<file path="src/rtl/mrx_pkg.sv">
/*
  Shared constants for the per-port receive status and configuration block:
  register offsets, field positions, reset values and timing figures.
  Assumes a 40 MHz system clock and a 32-bit classic Wishbone register bus.
*/
package mrx_pkg;
  // register byte offsets on the wishbone bus
  localparam logic [3:0] OFS_RX_STATUS = 4'h0;
  localparam logic [3:0] OFS_CONFIG_ONE = 4'h4;
  localparam logic [3:0] OFS_RX_IRQ_EN = 4'h8;
  localparam logic [3:0] OFS_PORT_STATE = 4'hC;
  // reset values
  localparam logic [7:0] RST_RX_STATUS = 8'h00;
  localparam logic [7:0] RST_CONFIG_ONE = 8'h00;
  localparam logic [5:0] RST_RX_IRQ_EN = 6'h00;
  // receive status fields
  localparam int ST_OVERFLOW = 0;
  localparam int ST_CRC_ERR = 1;
  localparam int ST_DRIBBLE = 2;
  localparam int ST_SHORT = 3;
  localparam int ST_OVERSIZE = 4;
  localparam int ST_GOOD = 5;
  localparam int ST_FIRST12 = 6;
  localparam int ST_OLD = 7;
  // status double word fields
  localparam int SDW_ABORT = 7;
  localparam int SDW_FAULT = 8;
  localparam int SDW_COUNT_LSB = 16;
  // config one fields
  localparam int CF_GROUP_TXRATE = 0;
  localparam int CF_AUTOPAD = 1;
  localparam int CF_NO_PREAMBLE = 2;
  localparam int CF_OWN_RX_DROP = 3;
  localparam int CF_NO_CRC = 4;
  localparam int CF_FULL_DUPLEX = 5;
  localparam int CF_RX_CRC_KEEP = 6;
  localparam int CF_RX_IRQ_OFF = 7;
  // transmit encapsulation figures
  localparam logic [7:0] PAD_MIN_BYTES = 8'h3C;
  localparam logic [7:0] PAD_BYTE_SERIAL = 8'h00;
  localparam logic [7:0] PAD_BYTE_MII = 8'h55;
  localparam int ADDR_MASK_BITS = 4;
  // transmit clock rate detection
  localparam int CLK_PERIOD_PS = 25000;
  localparam int TXCLK_SLOW_MIN_NS = 300;
  localparam int TXCLK_SLOW_CYC = (TXCLK_SLOW_MIN_NS * 1000 + CLK_PERIOD_PS - 1) / CLK_PERIOD_PS;
endpackage

</file>
<file path="src/rtl/mrx_status_cfg.sv">
/*
  Per-port receive status capture, status double word builder, interrupt
  combiner and configuration register one, as a classic Wishbone slave.
  Assumes the receive engine, transmit status logic and receive FIFO run on
  the same clock; the abort, chip select, full duplex and transmit clock pins
  are asynchronous and are synchronised here.
*/
// Decided for this implementation: the register offsets and the Wishbone register port.
//
// Notes on behaviour
// capture status of every frame, even discarded
// capture clears old flag, then write-protects
// read returns status, clears it, re-enables
// status bits zero to six, reset zero
// bit seven: one old, zero new
// kept frame gets status plus count word
// word bit seven: abort while chip deselected
// word bit eight: written/read dword mismatch
// reading fault word resets receive section
// host treats fault-flagged frame data corrupt
// receive and transmit interrupts share output
// interrupt is status gated; read clears
// status word layout ignores byte order
// config one resets to all zero
// group mode masks last four address bits
// config bit zero reads slow transmit clock
// autopad to sixty bytes, pad 00/55
// bit two suppresses transmit preamble
// bit four suppresses transmit fcs
// bit six keeps received fcs bytes
// bit seven masks all receive interrupts
// host avoids match mode change mid-frame
// full duplex is bit five or pin
// bit three drops own looped data; the code drops it in half duplex only, not with bit five or the pin set
`timescale 1ns/1ps
module mrx_status_cfg
  import mrx_pkg::*;
#(
  parameter int COUNT_W = 16
)
(
  // clock and reset
  input wire logic clock,
  input wire logic resetn,
  // wishbone slave
  input wire logic wb_cyc_i,
  input wire logic wb_stb_i,
  input wire logic wb_we_i,
  input wire logic [3:0] wb_adr_i,
  input wire logic [3:0] wb_sel_i,
  input wire logic [31:0] wb_dat_i,
  output logic [31:0] wb_dat_o,
  output logic wb_ack_o,
  // receive engine, frame end
  input wire logic rx_frame_end,
  input wire logic [6:0] rx_frame_status,
  input wire logic rx_frame_discard,
  input wire logic [COUNT_W-1:0] rx_byte_count,
  input wire logic rx_dw_written,
  input wire logic rx_dw_read,
  // status double word towards the receive fifo
  output logic [31:0] status_dw,
  output logic status_dw_valid,
  // host pops a status word from the fifo
  input wire logic status_dw_popped,
  input wire logic popped_fault,
  output logic rx_section_reset,
  // asynchronous pins
  input wire logic receive_abort_input,
  input wire logic chip_select_low,
  input wire logic full_duplex_pin,
  input wire logic tx_clock_pin,
  // transmit side
  input wire logic tx_irq_request,
  input wire logic mii_mode,
  // configuration towards the mac
  output logic group_addr_mode,
  output logic [3:0] addr_compare_mask,
  output logic autopad_on,
  output logic [7:0] pad_min_bytes,
  output logic [7:0] pad_byte,
  output logic no_preamble,
  output logic no_fcs,
  output logic rx_fcs_keep,
  output logic full_duplex,
  output logic own_rx_drop,
  // interrupt
  output logic port_irq
);

  // pin synchronisers, first stage read only by second
  // the transmit clock pin is only sampled here, never used as a clock
  logic [3:0] pin_s1_q;
  logic [3:0] pin_s2_q;
  always_ff @(posedge clock)
  begin
    if (!resetn)
    begin
      pin_s1_q <= 4'h0;
      pin_s2_q <= 4'h0;
    end
    else
    begin
      pin_s1_q <= {tx_clock_pin, full_duplex_pin, chip_select_low, receive_abort_input};
      pin_s2_q <= pin_s1_q;
    end
  end

  logic abort_s;
  logic csel_n_s;
  logic fdx_pin_s;
  logic txclk_s;
  assign abort_s = pin_s2_q[0];
  assign csel_n_s = pin_s2_q[1];
  assign fdx_pin_s = pin_s2_q[2];
  assign txclk_s = pin_s2_q[3];

  // wishbone decode
  // writes use lane 0 only; every register here is eight bits or less
  logic bus_req;
  logic bus_wr;
  logic bus_rd;
  logic [3:0] ofs;
  assign bus_req = wb_cyc_i && wb_stb_i && !wb_ack_o;
  assign bus_wr = bus_req && wb_we_i && wb_sel_i[0];
  assign bus_rd = bus_req && !wb_we_i;
  // address bits 1:0 are ignored, so any byte address within a word hits
  assign ofs = {wb_adr_i[3:2], 2'b00};

  logic status_rd;
  assign status_rd = bus_rd && (ofs == OFS_RX_STATUS);

  // receive status register
  logic [6:0] rx_stat_q;
  logic stat_old_q;
  logic stat_held_q;
  logic capture;
  assign capture = rx_frame_end && !stat_held_q;
  always_ff @(posedge clock)
  begin
    if (!resetn)
    begin
      rx_stat_q <= RST_RX_STATUS[6:0];
      stat_old_q <= RST_RX_STATUS[ST_OLD];
      stat_held_q <= 1'b0;
    end
    else if (capture)
    begin
      // a capture in the read cycle wins; a frame ending while status is still held is not captured
      rx_stat_q <= rx_frame_status;
      stat_old_q <= 1'b0;
      stat_held_q <= 1'b1;
    end
    else if (status_rd)
    begin
      rx_stat_q <= 7'h00;
      stat_old_q <= 1'b1;
      stat_held_q <= 1'b0;
    end
  end

  // abort seen while chip deselected, per frame
  logic abort_d1_q;
  logic frame_abort_q;
  logic abort_edge;
  // abort counts only while the chip is deselected
  assign abort_edge = abort_s && !abort_d1_q && csel_n_s;
  always_ff @(posedge clock)
  begin
    if (!resetn)
    begin
      abort_d1_q <= 1'b0;
      frame_abort_q <= 1'b0;
    end
    else
    begin
      abort_d1_q <= abort_s;
      if (abort_edge)
        frame_abort_q <= 1'b1;
      else if (rx_frame_end || rx_section_reset)
        frame_abort_q <= 1'b0;
    end
  end

  // dword bookkeeping for the fifo fault check
  // counts restart at every frame end, so one fault never spills over
  logic [COUNT_W-1:0] dw_wr_cnt_q;
  logic [COUNT_W-1:0] dw_rd_cnt_q;
  logic [COUNT_W-1:0] dw_expected;
  logic fifo_fault;
  assign dw_expected = (rx_byte_count + COUNT_W'(3)) >> 2;
  assign fifo_fault = (dw_wr_cnt_q != dw_expected) || (dw_rd_cnt_q != dw_wr_cnt_q);

  always_ff @(posedge clock)
  begin
    if (!resetn || rx_frame_end || rx_section_reset)
    begin
      dw_wr_cnt_q <= '0;
      dw_rd_cnt_q <= '0;
    end
    else
    begin
      if (rx_dw_written)
        dw_wr_cnt_q <= dw_wr_cnt_q + COUNT_W'(1);
      if (rx_dw_read)
        dw_rd_cnt_q <= dw_rd_cnt_q + COUNT_W'(1);
    end
  end

  // status double word; same layout in either byte order
  logic [31:0] status_dw_d;
  logic kept_end;
  assign kept_end = rx_frame_end && !rx_frame_discard;
  always_comb
  begin
    status_dw_d = 32'h0000_0000;
    status_dw_d[6:0] = rx_frame_status;
    // word bit seven carries the abort flag, not the old/new flag
    // an abort edge in the end cycle still belongs to this frame
    status_dw_d[SDW_ABORT] = frame_abort_q || abort_edge;
    status_dw_d[SDW_FAULT] = fifo_fault;
    status_dw_d[SDW_COUNT_LSB +: 16] = 16'(rx_byte_count);
  end

  always_ff @(posedge clock)
  begin
    if (!resetn)
    begin
      status_dw <= 32'h0000_0000;
      status_dw_valid <= 1'b0;
    end
    else
    begin
      status_dw_valid <= kept_end;
      if (kept_end)
        status_dw <= status_dw_d;
    end
  end

  // fault word read restarts reception cleanly
  always_ff @(posedge clock)
  begin
    if (!resetn)
      rx_section_reset <= 1'b0;
    else
      rx_section_reset <= status_dw_popped && popped_fault;
  end

  // configuration register one and receive interrupt enables
  // the enables gate only the interrupt, never what is captured
  logic [7:0] cfg_q;
  logic [5:0] irq_en_q;
  always_ff @(posedge clock)
  begin
    if (!resetn)
    begin
      cfg_q <= RST_CONFIG_ONE;
      irq_en_q <= RST_RX_IRQ_EN;
    end
    else if (bus_wr)
    begin
      if (ofs == OFS_CONFIG_ONE)
        cfg_q <= wb_dat_i[7:0];
      if (ofs == OFS_RX_IRQ_EN)
        irq_en_q <= wb_dat_i[5:0];
    end
  end

  // transmit clock rate: long gaps between edges mean the slow rate
  // the gap saturates rather than wrapping back to a short count
  logic txclk_d1_q;
  logic [7:0] txclk_gap_q;
  logic txclk_slow_q;
  always_ff @(posedge clock)
  begin
    if (!resetn)
    begin
      txclk_d1_q <= 1'b0;
      txclk_gap_q <= 8'h00;
      txclk_slow_q <= 1'b0;
    end
    else
    begin
      txclk_d1_q <= txclk_s;
      if (txclk_s && !txclk_d1_q)
      begin
        txclk_slow_q <= (txclk_gap_q >= 8'(TXCLK_SLOW_CYC));
        txclk_gap_q <= 8'h00;
      end
      else if (txclk_gap_q != 8'hFF)
        txclk_gap_q <= txclk_gap_q + 8'h01;
    end
  end

  // register read data, registered with the ack
  // unmapped bits read zero; writes to read-only words are dropped
  logic [31:0] rd_data;
  always_comb
  begin
    rd_data = 32'h0000_0000;
    unique case (ofs)
      OFS_RX_STATUS: rd_data[7:0] = {stat_old_q, rx_stat_q};
      OFS_CONFIG_ONE: rd_data[7:0] = {cfg_q[7:1], txclk_slow_q};
      OFS_RX_IRQ_EN: rd_data[5:0] = irq_en_q;
      OFS_PORT_STATE: rd_data[3:0] = {full_duplex, stat_held_q, fdx_pin_s, txclk_slow_q};
      default: rd_data = 32'h0000_0000;
    endcase
  end

  always_ff @(posedge clock)
  begin
    if (!resetn)
    begin
      wb_ack_o <= 1'b0;
      wb_dat_o <= 32'h0000_0000;
    end
    else
    begin
      wb_ack_o <= bus_req;
      if (bus_rd)
        wb_dat_o <= rd_data;
    end
  end

  // interrupt combining; status only counts while unread
  // the transmit request arrives already gated by its own enables
  logic [5:0] rx_irq_src;
  logic rx_irq;
  assign rx_irq_src = {rx_stat_q[ST_GOOD], rx_stat_q[ST_FIRST12], rx_stat_q[ST_SHORT],
    rx_stat_q[ST_OVERSIZE], rx_stat_q[ST_CRC_ERR], rx_stat_q[ST_OVERFLOW]};
  assign rx_irq = stat_held_q && |(rx_irq_src & irq_en_q) && !cfg_q[CF_RX_IRQ_OFF];

  always_ff @(posedge clock)
  begin
    if (!resetn)
      port_irq <= 1'b0;
    else
      port_irq <= rx_irq || tx_irq_request;
  end

  // configuration outputs towards the mac
  // registered so the mac sees one clean change per write
  always_ff @(posedge clock)
  begin
    if (!resetn)
    begin
      group_addr_mode <= 1'b0;
      addr_compare_mask <= 4'hF;
      autopad_on <= 1'b0;
      pad_min_bytes <= PAD_MIN_BYTES;
      pad_byte <= PAD_BYTE_SERIAL;
      no_preamble <= 1'b0;
      no_fcs <= 1'b0;
      rx_fcs_keep <= 1'b0;
      full_duplex <= 1'b0;
      own_rx_drop <= 1'b0;
    end
    else
    begin
      group_addr_mode <= cfg_q[CF_GROUP_TXRATE];
      addr_compare_mask <= cfg_q[CF_GROUP_TXRATE] ? 4'h0 : 4'hF;
      autopad_on <= cfg_q[CF_AUTOPAD];
      pad_min_bytes <= PAD_MIN_BYTES;
      pad_byte <= mii_mode ? PAD_BYTE_MII : PAD_BYTE_SERIAL;
      no_preamble <= cfg_q[CF_NO_PREAMBLE];
      no_fcs <= cfg_q[CF_NO_CRC];
      rx_fcs_keep <= cfg_q[CF_RX_CRC_KEEP];
      full_duplex <= cfg_q[CF_FULL_DUPLEX] || fdx_pin_s;
      // half duplex only: in full duplex looped data is real traffic
      own_rx_drop <= cfg_q[CF_OWN_RX_DROP] && !(cfg_q[CF_FULL_DUPLEX] || fdx_pin_s);
    end
  end

endmodule

</file>
<file path="config.mk">
export PLATFORM = sky130hd
export DESIGN_NAME = mrx_status_cfg
export DESIGN_NICKNAME = d
export VERILOG_FILES = /design/src/rtl/mrx_pkg.sv /design/src/rtl/mrx_status_cfg.sv
export SDC_FILE = /design/constraint.sdc
export NUM_CORES = 1
export LEC_CHECK = 0
export BUFFER_PORTS_ARGS = -buffer_cell sky130_fd_sc_hd__buf_2
export CAP_MARGIN = 15
export CORE_MARGIN = 8
export CORE_UTILIZATION = 45
export CTS_CLUSTER_SIZE = 24
export DETAILED_ROUTE_END_ITERATION = 8
export GPL_ROUTABILITY_DRIVEN = 0
export GPL_TIMING_DRIVEN = 1
export PLACE_DENSITY = 0.8
export SETUP_SLACK_MARGIN = 0.05
export SLEW_MARGIN = 0
export SYNTH_ARGS = -nofsm -noshare
export SYNTH_HDL_FRONTEND = slang
export SYNTH_SLANG_ARGS = --single-unit
</file>
<file path="constraint.sdc">
create_clock -name clock -period 2.7 [get_ports clock]
set_input_delay 0.405 -clock clock [delete_from_list [all_inputs] [get_ports clock]]
set_output_delay 0.405 -clock clock [all_outputs]
set_load 0.01 [all_outputs]
</file>
* After elaboration in Yosys (flattened, before gate mapping)
Index checks and enable logic that the tools add are counted.
** Operators by class
- Mux-type cells :: 11
- Equal/unequal tests :: 6
- Add/subtract/negate cells :: 4
- Reductions and logical operators :: 39
- Bitwise gates (word level) :: 2
- $lt $le $gt $ge :: 1
** Operators by type and width (number)
- $add A16 B1 Y16 const B :: 2
- $mux W7 :: 3
- $add A16 B2 Y16 const B :: 1
- $ne A16 B14 Y1 :: 1
- $ne A16 B16 Y1 :: 1
- $pmux W4 S4 :: 1
- $logic_and A1 B1 Y1 :: 15
- $logic_not A1 Y1 :: 9
- $add A8 B1 Y8 const B :: 1
- $ge A8 B4 Y1 const B :: 1
- $ne A8 B8 Y1 const B :: 1
- $logic_or A1 B1 Y1 :: 7
- $and A6 B6 Y6 :: 1
- $pmux W2 S3 :: 1
- $reduce_or A6 Y1 :: 1
- $eq A2 B2 Y1 const B :: 2
- $logic_not A4 Y1 :: 1
- $mux W1 :: 4
- $mux W4 :: 1
- $pmux W2 S2 :: 1
- $reduce_and A2 Y1 :: 2
- $reduce_bool A2 Y1 :: 2
- $reduce_or A2 Y1 :: 2
- $eq A2 B1 Y1 const B :: 1
- $not A1 Y1 :: 1
** Storage, ports and cells
- Register bits :: 131
- Output and inout bits :: 95
- Logic and storage cells :: 92

* Logic depth before layout (Yosys ltp)
Gate-level depths: netlist (run 1).
- Depth after elaboration :: 6
- Gate-level depth with buffers :: 7
- Depth with buffers taken out :: 6

* Least setup slack after synthesis (run 1)
Ideal clock, no wire load.
- Kind :: register to register
- Start :: reg dw_wr_cnt_q[14]
- End :: reg status_dw[8]
- Path slack :: 1.152 ns
- Stages on the path, launching flop included :: 6
- Arrival time :: 1.423 ns
- Cells stage by stage :: dfxtp_1 or4_1 nor4_1 nand4_1 nor3_1 a31oi_1
** Between the ends
- Word-level cells in the longest chain between the ends :: 2
- Elaborated cells between the ends (all ways) :: 3
- Those cells by class :: eq/ne: 2; reduce/logical: 1
** RTL lines
- start, declared :: RTL line mrx_status_cfg.sv:187 : logic [COUNT_W-1:0] dw_wr_cnt_q;
- start signal, assigned :: RTL line mrx_status_cfg.sv:204 : dw_wr_cnt_q <= dw_wr_cnt_q + COUNT_W'(1);
- $ne A16 B14 Y1 / $ne A16 B16 Y1 (equally long branches) :: RTL line mrx_status_cfg.sv:192 : assign fifo_fault = (dw_wr_cnt_q != dw_expected) || (dw_rd_cnt_q != dw_wr_cnt_q);
- $logic_or A1 B1 Y1 (*) :: RTL line mrx_status_cfg.sv:192
- end signal, assigned :: RTL line mrx_status_cfg.sv:236 : status_dw <= status_dw_d;
- end, declared :: RTL line mrx_status_cfg.sv:62 : output logic [31:0] status_dw,
Mark *: on every way between the ends. The rest lies on a longest branch, timed or not.
A chain may end at the register's enable or synchronous reset.

* Final worst setup path (run 1)
Same ends and word-level chain as after synthesis.

==> out/metrics.yaml, run 1 <==
timing:
  finalClockSkew_ns: 0.00756
  max_freq_mhz: 530
  fin_crit_sh: 0.699
  rsz0062_at_grt: "no"
  period_needed_ns: 1.89
  finalSetupViolCount: 0
  hold_violations: 0
  slew_viol_final: 0
  setup_ws_ns: 0.814
  fin_tns_setup_ns: 0
  max_slew_margin: 0.513
  worst_pin_slew_ns: 0.730
route:
  postRouteAntennaNets: 0
  drc_errors: 0
  vias: 4440
  wl_per_cell_um: 14.6
  drtPass1Iterations: 4
  vias_per_cell: 4.91
  wl_um: 13200
  drt_iter0_drc: 315
clock_network:
  cts_resized: 0
  cts_root_buf: "clkbuf_16"
  clock-sinks: 121
  cts_tree: "yes"
  ctsHoldBuffers: 0
  ctsLongestPathBuffers: 2
  cts_max_level: 4
  post_cts_buffers: 0
  cts_made_buffers: 17
  clock_latency_ns: 0.41
  clk_pin_slew_ns: 0.05
die:
  io_pins: 175
  die-area_sq_um: 16500
  row_count: 41
  initial_core_util: 0.457
  die_w_um: 129
  coreArea_sq_um: 12500
  die_h_um: 129
grt:
  antenna_found_initial: 0
  grt_pass1_vias: 4311
  grt_pass1_wl_um: 20900
  track_usage: 0.160
  grt_max_degree: 82
  gr-total-overflow: 0
placed_design:
  portBuffers: 102
  dp_hpwl_um: 9640
  postPlaceCellArea_sq_um: 6080
  dp.cells: 873
  post-place-ws_ns: 0.772
outcome:
  outcome: "finished clean"
setup_path:
  crit_type: "reg -> reg"
  r2r_slack_ns: 0.81
  critPathTopFamily: "simple AND/OR/NAND/NOR gates"
  endpoint_kind: "flop"
  crit_fanout: 3
  critPathLaunch: "dw_wr_cnt_q[14]"
  reg2regPathDepth: 5
  critical_path_required_ns: 2.99
  r2r_start: "dw_wr_cnt_q[14]"
  worst_path_max_delay_cell: "or4_1"
  worstSetupStartpointType: "flop"
  slowest_delay_ns: 0.52
  worstPathCellList: "or4_1 -> nor4_1 -> nand4_1 -> nor3_1 -> a31oi_1"
  reg2reg_to: "status_dw[8]"
  worstPathArrival_ns: 2.17
  path_buf_inv: 0
yosys:
  ys_ff_latch: 121
  yosysWarnings: 0
  ys_top_cells_by_area: "dfxtp_1 43%, xor2_1 6.6%, buf_4 6.5%"
  synth_cells: 640
  synth_top_area_share: 0.425
  synth_edf_count: 0
  ys_async_sr_fraction: 0
  synth_cell_types: 51
  seq_area_frac_synth: 0.425
  synth_ff_type: "dfxtp_1"
  avgSynthCellArea_sq_um: 8.90
  yosysTopAreaCell: "dfxtp_1"
  netlist_area_sq_um: 5700
min_path:
  hold_path_class: "in -> reg"
  min_from: "tx_clock_pin"
  min_to: "pin_s1_q[3]"
  hold_depth: 2
cells_and_area:
  fin_area_sq_um: 6640
  layout_common_cells: "121 x dfxtp_1, 102 x buf_2, 80 x nand2_1, 48 x nor2_1"
  final_common_cell: "dfxtp_1"
  final_cells: 905
  nets: 804
  final_core_util: 0.533
  drive_gt1_frac: 0.209
  fillerInstances: 1143
  diodes: 0
  syn_to_final_growth_pct: 16.6
power_and_ir_drop:
  p_leak_nw: 2.79
  peakVddDrop_v: 0.000394
  p_per_area_nw_per_um2: 642
job:
  drv_cap: 0
==> per-layer routing <==
layer	part of all wire	wire, um	GRT usage	vias to the layer above
li1	-	-	-	2214
met1	0.44	5860	0.191	2079
met2	0.47	6170	0.256	133
met3	0.077	1020	0.0546	14
met4	0.015	197	0.0677	0
met5	0	0	0	-
==> through the flow <==
step | hold WS (ns) | total power, mW
3_5_place_dp | 0.422 | 2.21
3_3_place_gp | 0.415 | 2.20
4_1_cts | 0.187 | 4.30
5_1_grt | 0.199 | 4.43
2_1_floorplan | 0.412 | 2.13
6_report | 0.201 | 4.26
==> synthesized netlist by cell type (all sizes together) (3+ instances only) <==
cell	instances
mux4	3
o21ai	15
xnor2	14
a21boi	27
o211ai	5
dfxtp	121
inv	6
nand4	12
nor2b	33
nor3b	4
clkbuf	28
nor3	13
xor2	43
or2	3
nand2	80
mux2i	23
a22oi	11
or3	4
and3	10
ha	4
a21oi	10
buf	58
o21a	3
nor4	5
nand3	11
nor2	49
and2	19
nand2b	5
==> worst register-to-register path: stages (launching register included) <==
cell	delay, ns
dfxtp_1	0.33
or4_1	0.52
nor4_1	0.40
nand4_1	0.15
nor3_1	0.24
a31oi_1	0.11
==> worst max-delay path by stage <==
stage / cells after the start / slack (ns) / endpoint
6_report: 5 / 0.81 / status_dw[8]
2_1_floorplan: 5 / 1.15 / status_dw[8]
3_5_place_dp: 7 / 0.77 / status_dw[8]
3_3_place_gp: 7 / 0.73 / status_dw[8]
5_1_grt: 5 / 0.72 / status_dw[8]
4_1_cts: 5 / 0.79 / status_dw[8]
==> power by group <==
group | internal [mW] | total [mW] | switching, mW | leakage (nW)
Sequential | 1.83 | 1.86 | 0.0292 | 0.983
Combinational | 0.121 | 0.312 | 0.191 | 1.53
Clock | 1.31 | 2.09 | 0.778 | 0.275
==> flip-flops by register name, summed over array words and instances, names as in the netlist, 4 cells and up <==
| register | flops |
|---|---|
| irq_en_q | 6 |
| rx_stat_q | 7 |
| txclk_gap_q | 8 |
| dw_rd_cnt_q | 16 |
| cfg_q | 8 |
| pin_s1_q | 4 |
| wb_dat_o | 8 |
| status_dw | 25 |
| dw_wr_cnt_q | 16 |
| pin_s2_q | 4 |
==> final cells by class <==
class                           count  area (sq um)  area share
Sequential cell                   121          2420       0.365
Timing Repair Buffer              106           541      0.0814
Inverter                            6          22.5     0.00339
Multi-Input combinational cell    468          2880       0.434
Clock buffer                       25           515      0.0776
Tap cell                          172           215      0.0324
Clock inverter                      7          40.0     0.00603
==> kinds of logic after synthesis <==
| logic type | share of synthesized area |
|---|---|
| buffers and inverters | 0.0958 |
| AND/OR/NAND/NOR | 0.228 |
| adder cells (fa/ha/maj) | 0.00879 |
| flip-flops | 0.425 |
| AO/OA/AOI/OAI | 0.101 |
| multiplexers | 0.0523 |
| other | 0.00132 |
| XOR/XNOR | 0.0877 |
Note: power is estimated with default switching activity, not from simulation.
==> inputs of run 2 (changes only) <==
--- a/config.mk
+++ b/config.mk
@@ -5,6 +5,7 @@
 export SDC_FILE = /design/constraint.sdc
 export NUM_CORES = 1
 export LEC_CHECK = 0
+export ABC_AREA = 1
 export BUFFER_PORTS_ARGS = -buffer_cell sky130_fd_sc_hd__buf_2
 export CAP_MARGIN = 15
 export CORE_MARGIN = 8
==> constraint.sdc (replaced) <==
create_clock -name clock -period 1.8 [get_ports clock]
set_input_delay 0.27 -clock clock [delete_from_list [all_inputs] [get_ports clock]]
set_output_delay 0.27 -clock clock [all_outputs]
set_load 0.01 [all_outputs]
==> out/metrics.yaml, run 2 <==
yosys:
  ys_async_sr_fraction: 0  # unchanged
  synth_cells: 854  # +33%
  ys_top_cells_by_area: "dfxtp_1 41%, nand2_1 11%, inv_1 7.1%"
  yosysWarnings: 0  # unchanged
  synth_xor_area_frac: 0.0176  # -0.0700
  synth_top_area_share: 0.406  # -0.0189
  synth_top_family_by_area: "simple AND/OR/NAND/NOR gates"
  synth_compound_area_frac: 0.140  # +0.0398
  synth_edf_count: 0  # unchanged
  synthAdderAreaFrac: 0.00840  # -0.000391
  synthSimpleGateAreaFrac: 0.274  # +0.0455
  yosysMostFrequentCell: "nand2_1"
  synthTopCellsByCount: "172 x nand2_1, 121 x dfxtp_1, 112 x inv_1, 104 x nor2_1, 72 x o21ai_0"
  netlist_area_sq_um: 5960  # +4.7%
  avgSynthCellArea_sq_um: 6.98  # -22%
  synth_cell_types: 38  # -25%
  ys_ff_latch: 121  # unchanged
  seq_area_frac_synth: 0.406  # -0.0189
  synth_ff_type: "dfxtp_1"
  yosysTopAreaCell: "dfxtp_1"
  synthMuxAreaShare: 0  # -0.0523
route:
  vias_per_cell: 4.84  # -1.3%
  drtPass1Iterations: 5  # +1
  postRouteAntennaNets: 0  # unchanged
  drt_iter0_drc: 411  # +30%
  wl_per_cell_um: 13.0  # -11%
  vias: 5542  # +25%
  wl_um: 14900  # +12%
  drc_errors: 0  # unchanged
setup_path:
  critical_path_required_ns: 2.09  # -0.90 ns
  crit_type: "reg -> reg"
  crit_fanout: 6  # +3
  worstSetupStartpointType: "flop"
  worstPathArrival_ns: 1.88  # -0.29 ns
  endpoint_kind: "flop"
grt:
  grt_pass1_vias: 5061  # +17%
  gr-total-overflow: 0  # unchanged
  grt_pass1_wl_um: 23300  # +11%
  grt_max_degree: 60  # -27%
  track_usage: 0.172  # +0.0123
  antenna_found_initial: 0  # unchanged
cells_and_area:
  largest-register: "status_dw"
  diodes: 0  # unchanged
  syn_to_final_growth_pct: 18.9
  multiInputGateArea_sq_um: 2800  # -3.0%
  final_common_cell: "nand2_1"
  top_regs: "status_dw x25, dw_rd_cnt_q x16, dw_wr_cnt_q x16"
  register_area_sq_um: 2430  # +0.21%
  drive_gt1_frac: 0.184  # -0.0250
  fillerInstances: 1239  # +8.4%
  largest_reg_flops: 25  # unchanged
  layout_common_cells: "172 x nand2_1, 117 x dfxtp_1, 112 x inv_1, 103 x nor2_1, 102 x buf_2"
  nets: 1040  # +29%
clock_network:
  clk_pin_slew_ns: 0.06  # about the same
  cts_tree: "yes"
  cts_root_buf: "clkbuf_16"
  cts_max_level: 4  # unchanged
  ctsLongestPathBuffers: 2  # unchanged
  cts_made_buffers: 17  # unchanged
  clock_latency_ns: 0.41  # about the same
  clock-sinks: 121  # unchanged
placed_design:
  portBuffers: 102  # unchanged
  dp_hpwl_um: 11100  # +15%
power_and_ir_drop:
  p_leak_nw: 3.31  # +18%
  sequentialPowerShare: 0.415  # -0.022
  total_power_mw: 6.78  # +59%
  internal_power_mw: 5.13  # +57%
  swShare: 0.243  # +0.00892
  p_clk_frac: 0.505  # +0.015
  p_per_area_nw_per_um2: 957  # +49%
  combinationalPowerShare: 0.080  # +0.007
  peakVddDrop_v: 0.000711  # +80%
  p_switching_mw: 1.65  # +65%
timing:
  rsz0062_at_grt: "no"
  finalClockSkew_ns: 0.00961  # +0.00205 ns
  fin_tns_setup_ns: 0  # unchanged
  fin_crit_sh: 0.882  # +0.183
  max_freq_mhz: 630  # +19%
  max_slew_margin: 0.642  # +0.129
  hold_violations: 0  # unchanged
  slew_viol_final: 0  # unchanged
  finalSetupViolCount: 0  # unchanged
  worst_pin_slew_ns: 0.536  # -0.194 ns
  period_needed_ns: 1.59  # -0.299 ns
die:
  initial_core_util: 0.456  # -0.00135
  die-area_sq_um: 17200  # +4.1%
  io_pins: 175  # unchanged
  die_h_um: 131  # +2.0%
  die_w_um: 131  # +2.0%
  coreArea_sq_um: 13100  # +5.0%
  row_count: 42  # +2.4%
min_path:
  hold_path_class: "in -> reg"
job:
  drv_cap: 0  # unchanged
outcome:
  outcome: "finished clean"
[run 2: cell count changes in the layout (fill, tap and decap cells not counted), moves of 33 or more]
cell / delta
nand2_1: +92
inv_1: +106
a21oi_1: +57
xor2_1: -35
o21ai_0: +56
nor2_1: +55
nand3_1: +33
[run 2: timing repair]
item | 4_1_cts | 5_1_grt
hold buffers | 0 | 0
resized for setup | 0 | 7
setup buffers | 0 | 2
setup endpoints to repair | 0 | 6
[run 2: kinds of logic after synthesis]
| logic type | after synthesis |
|---|---|
| buf+inv | 187 |
| other cells | 2 |
| xor+xnor | 12 |
| flops | 121 |
| compound gates | 159 |
| fa+ha+maj | 4 |
| simple gates | 369 |
[run 2: routing by layer]
metal,vias up,routed length [um],GRT usage,part of all wire
met5,-,0,0,0
met4,0,328,0.0925,0.022
met3,23,1060,0.0405,0.071
met1,2495,6290,0.195,0.42
met2,170,7210,0.293,0.48
li1,2854,-,-,-
[run 2: final timing paths]
check                                startpoint         endpoint  slack, ns  cells after the start
worst min register to register      pin_s1_q[1]      pin_s2_q[1]       0.41                      2
worst max register to register   dw_wr_cnt_q[0]  dw_wr_cnt_q[14]       0.21                      9
worst min-delay path            chip_select_low      pin_s1_q[1]       0.04                      3
worst max-delay path             dw_wr_cnt_q[0]  dw_wr_cnt_q[14]       0.21                      9
[run 2: cell type report]
class | instances | share of cell area
Clock buffer | 19 | 0.0611
Clock inverter | 13 | 0.0242
Inverter | 114 | 0.0604
Multi-Input combinational cell | 587 | 0.395
Sequential cell | 121 | 0.343
Tap cell | 176 | 0.0311
Timing Repair Buffer | 115 | 0.0858
[run 2: critical path: stages, from the launching register on]
cell     delay (ns)
dfxtp_2        0.38
ha_1           0.23
nand3_2        0.12
nor2_2         0.17
nand2_2        0.10
nor2_4         0.11
nand3_2        0.08
nor2_2         0.11
xnor2_1        0.12
nor2_1         0.05
[run 2: through the flow]
step / hold slack (ns) / instance area, sq um / setup WS (ns) / utilization / std cells
floorplan: 0.368 / 6110 / 0.335 / - / 895
global placement: 0.393 / 6450 / 0.184 / 0.493 / 1111
detailed placement: 0.399 / 6450 / 0.137 / 0.493 / 1111
CTS: 0.0210 / 7060 / 0.126 / 0.539 / 1143
global route: 0.0396 / 7090 / 0.0449 / 0.542 / 1145
finish: 0.0395 / 7090 / 0.213 / 0.542 / 1145
[run 2: power by group through the flow]
| stage | registers (mW) | logic (mW) | clock network, mW |
|---|---|---|---|
| after floorplan | 2.88 | 0.376 | 0 |
| final | 2.81 | 0.545 | 3.42 |
| after CTS | 2.81 | 0.542 | 3.48 |
| after global placement | 2.87 | 0.530 | 0 |
| after global routing | 2.82 | 0.614 | 3.62 |
| after detailed placement | 2.87 | 0.539 | 0 |
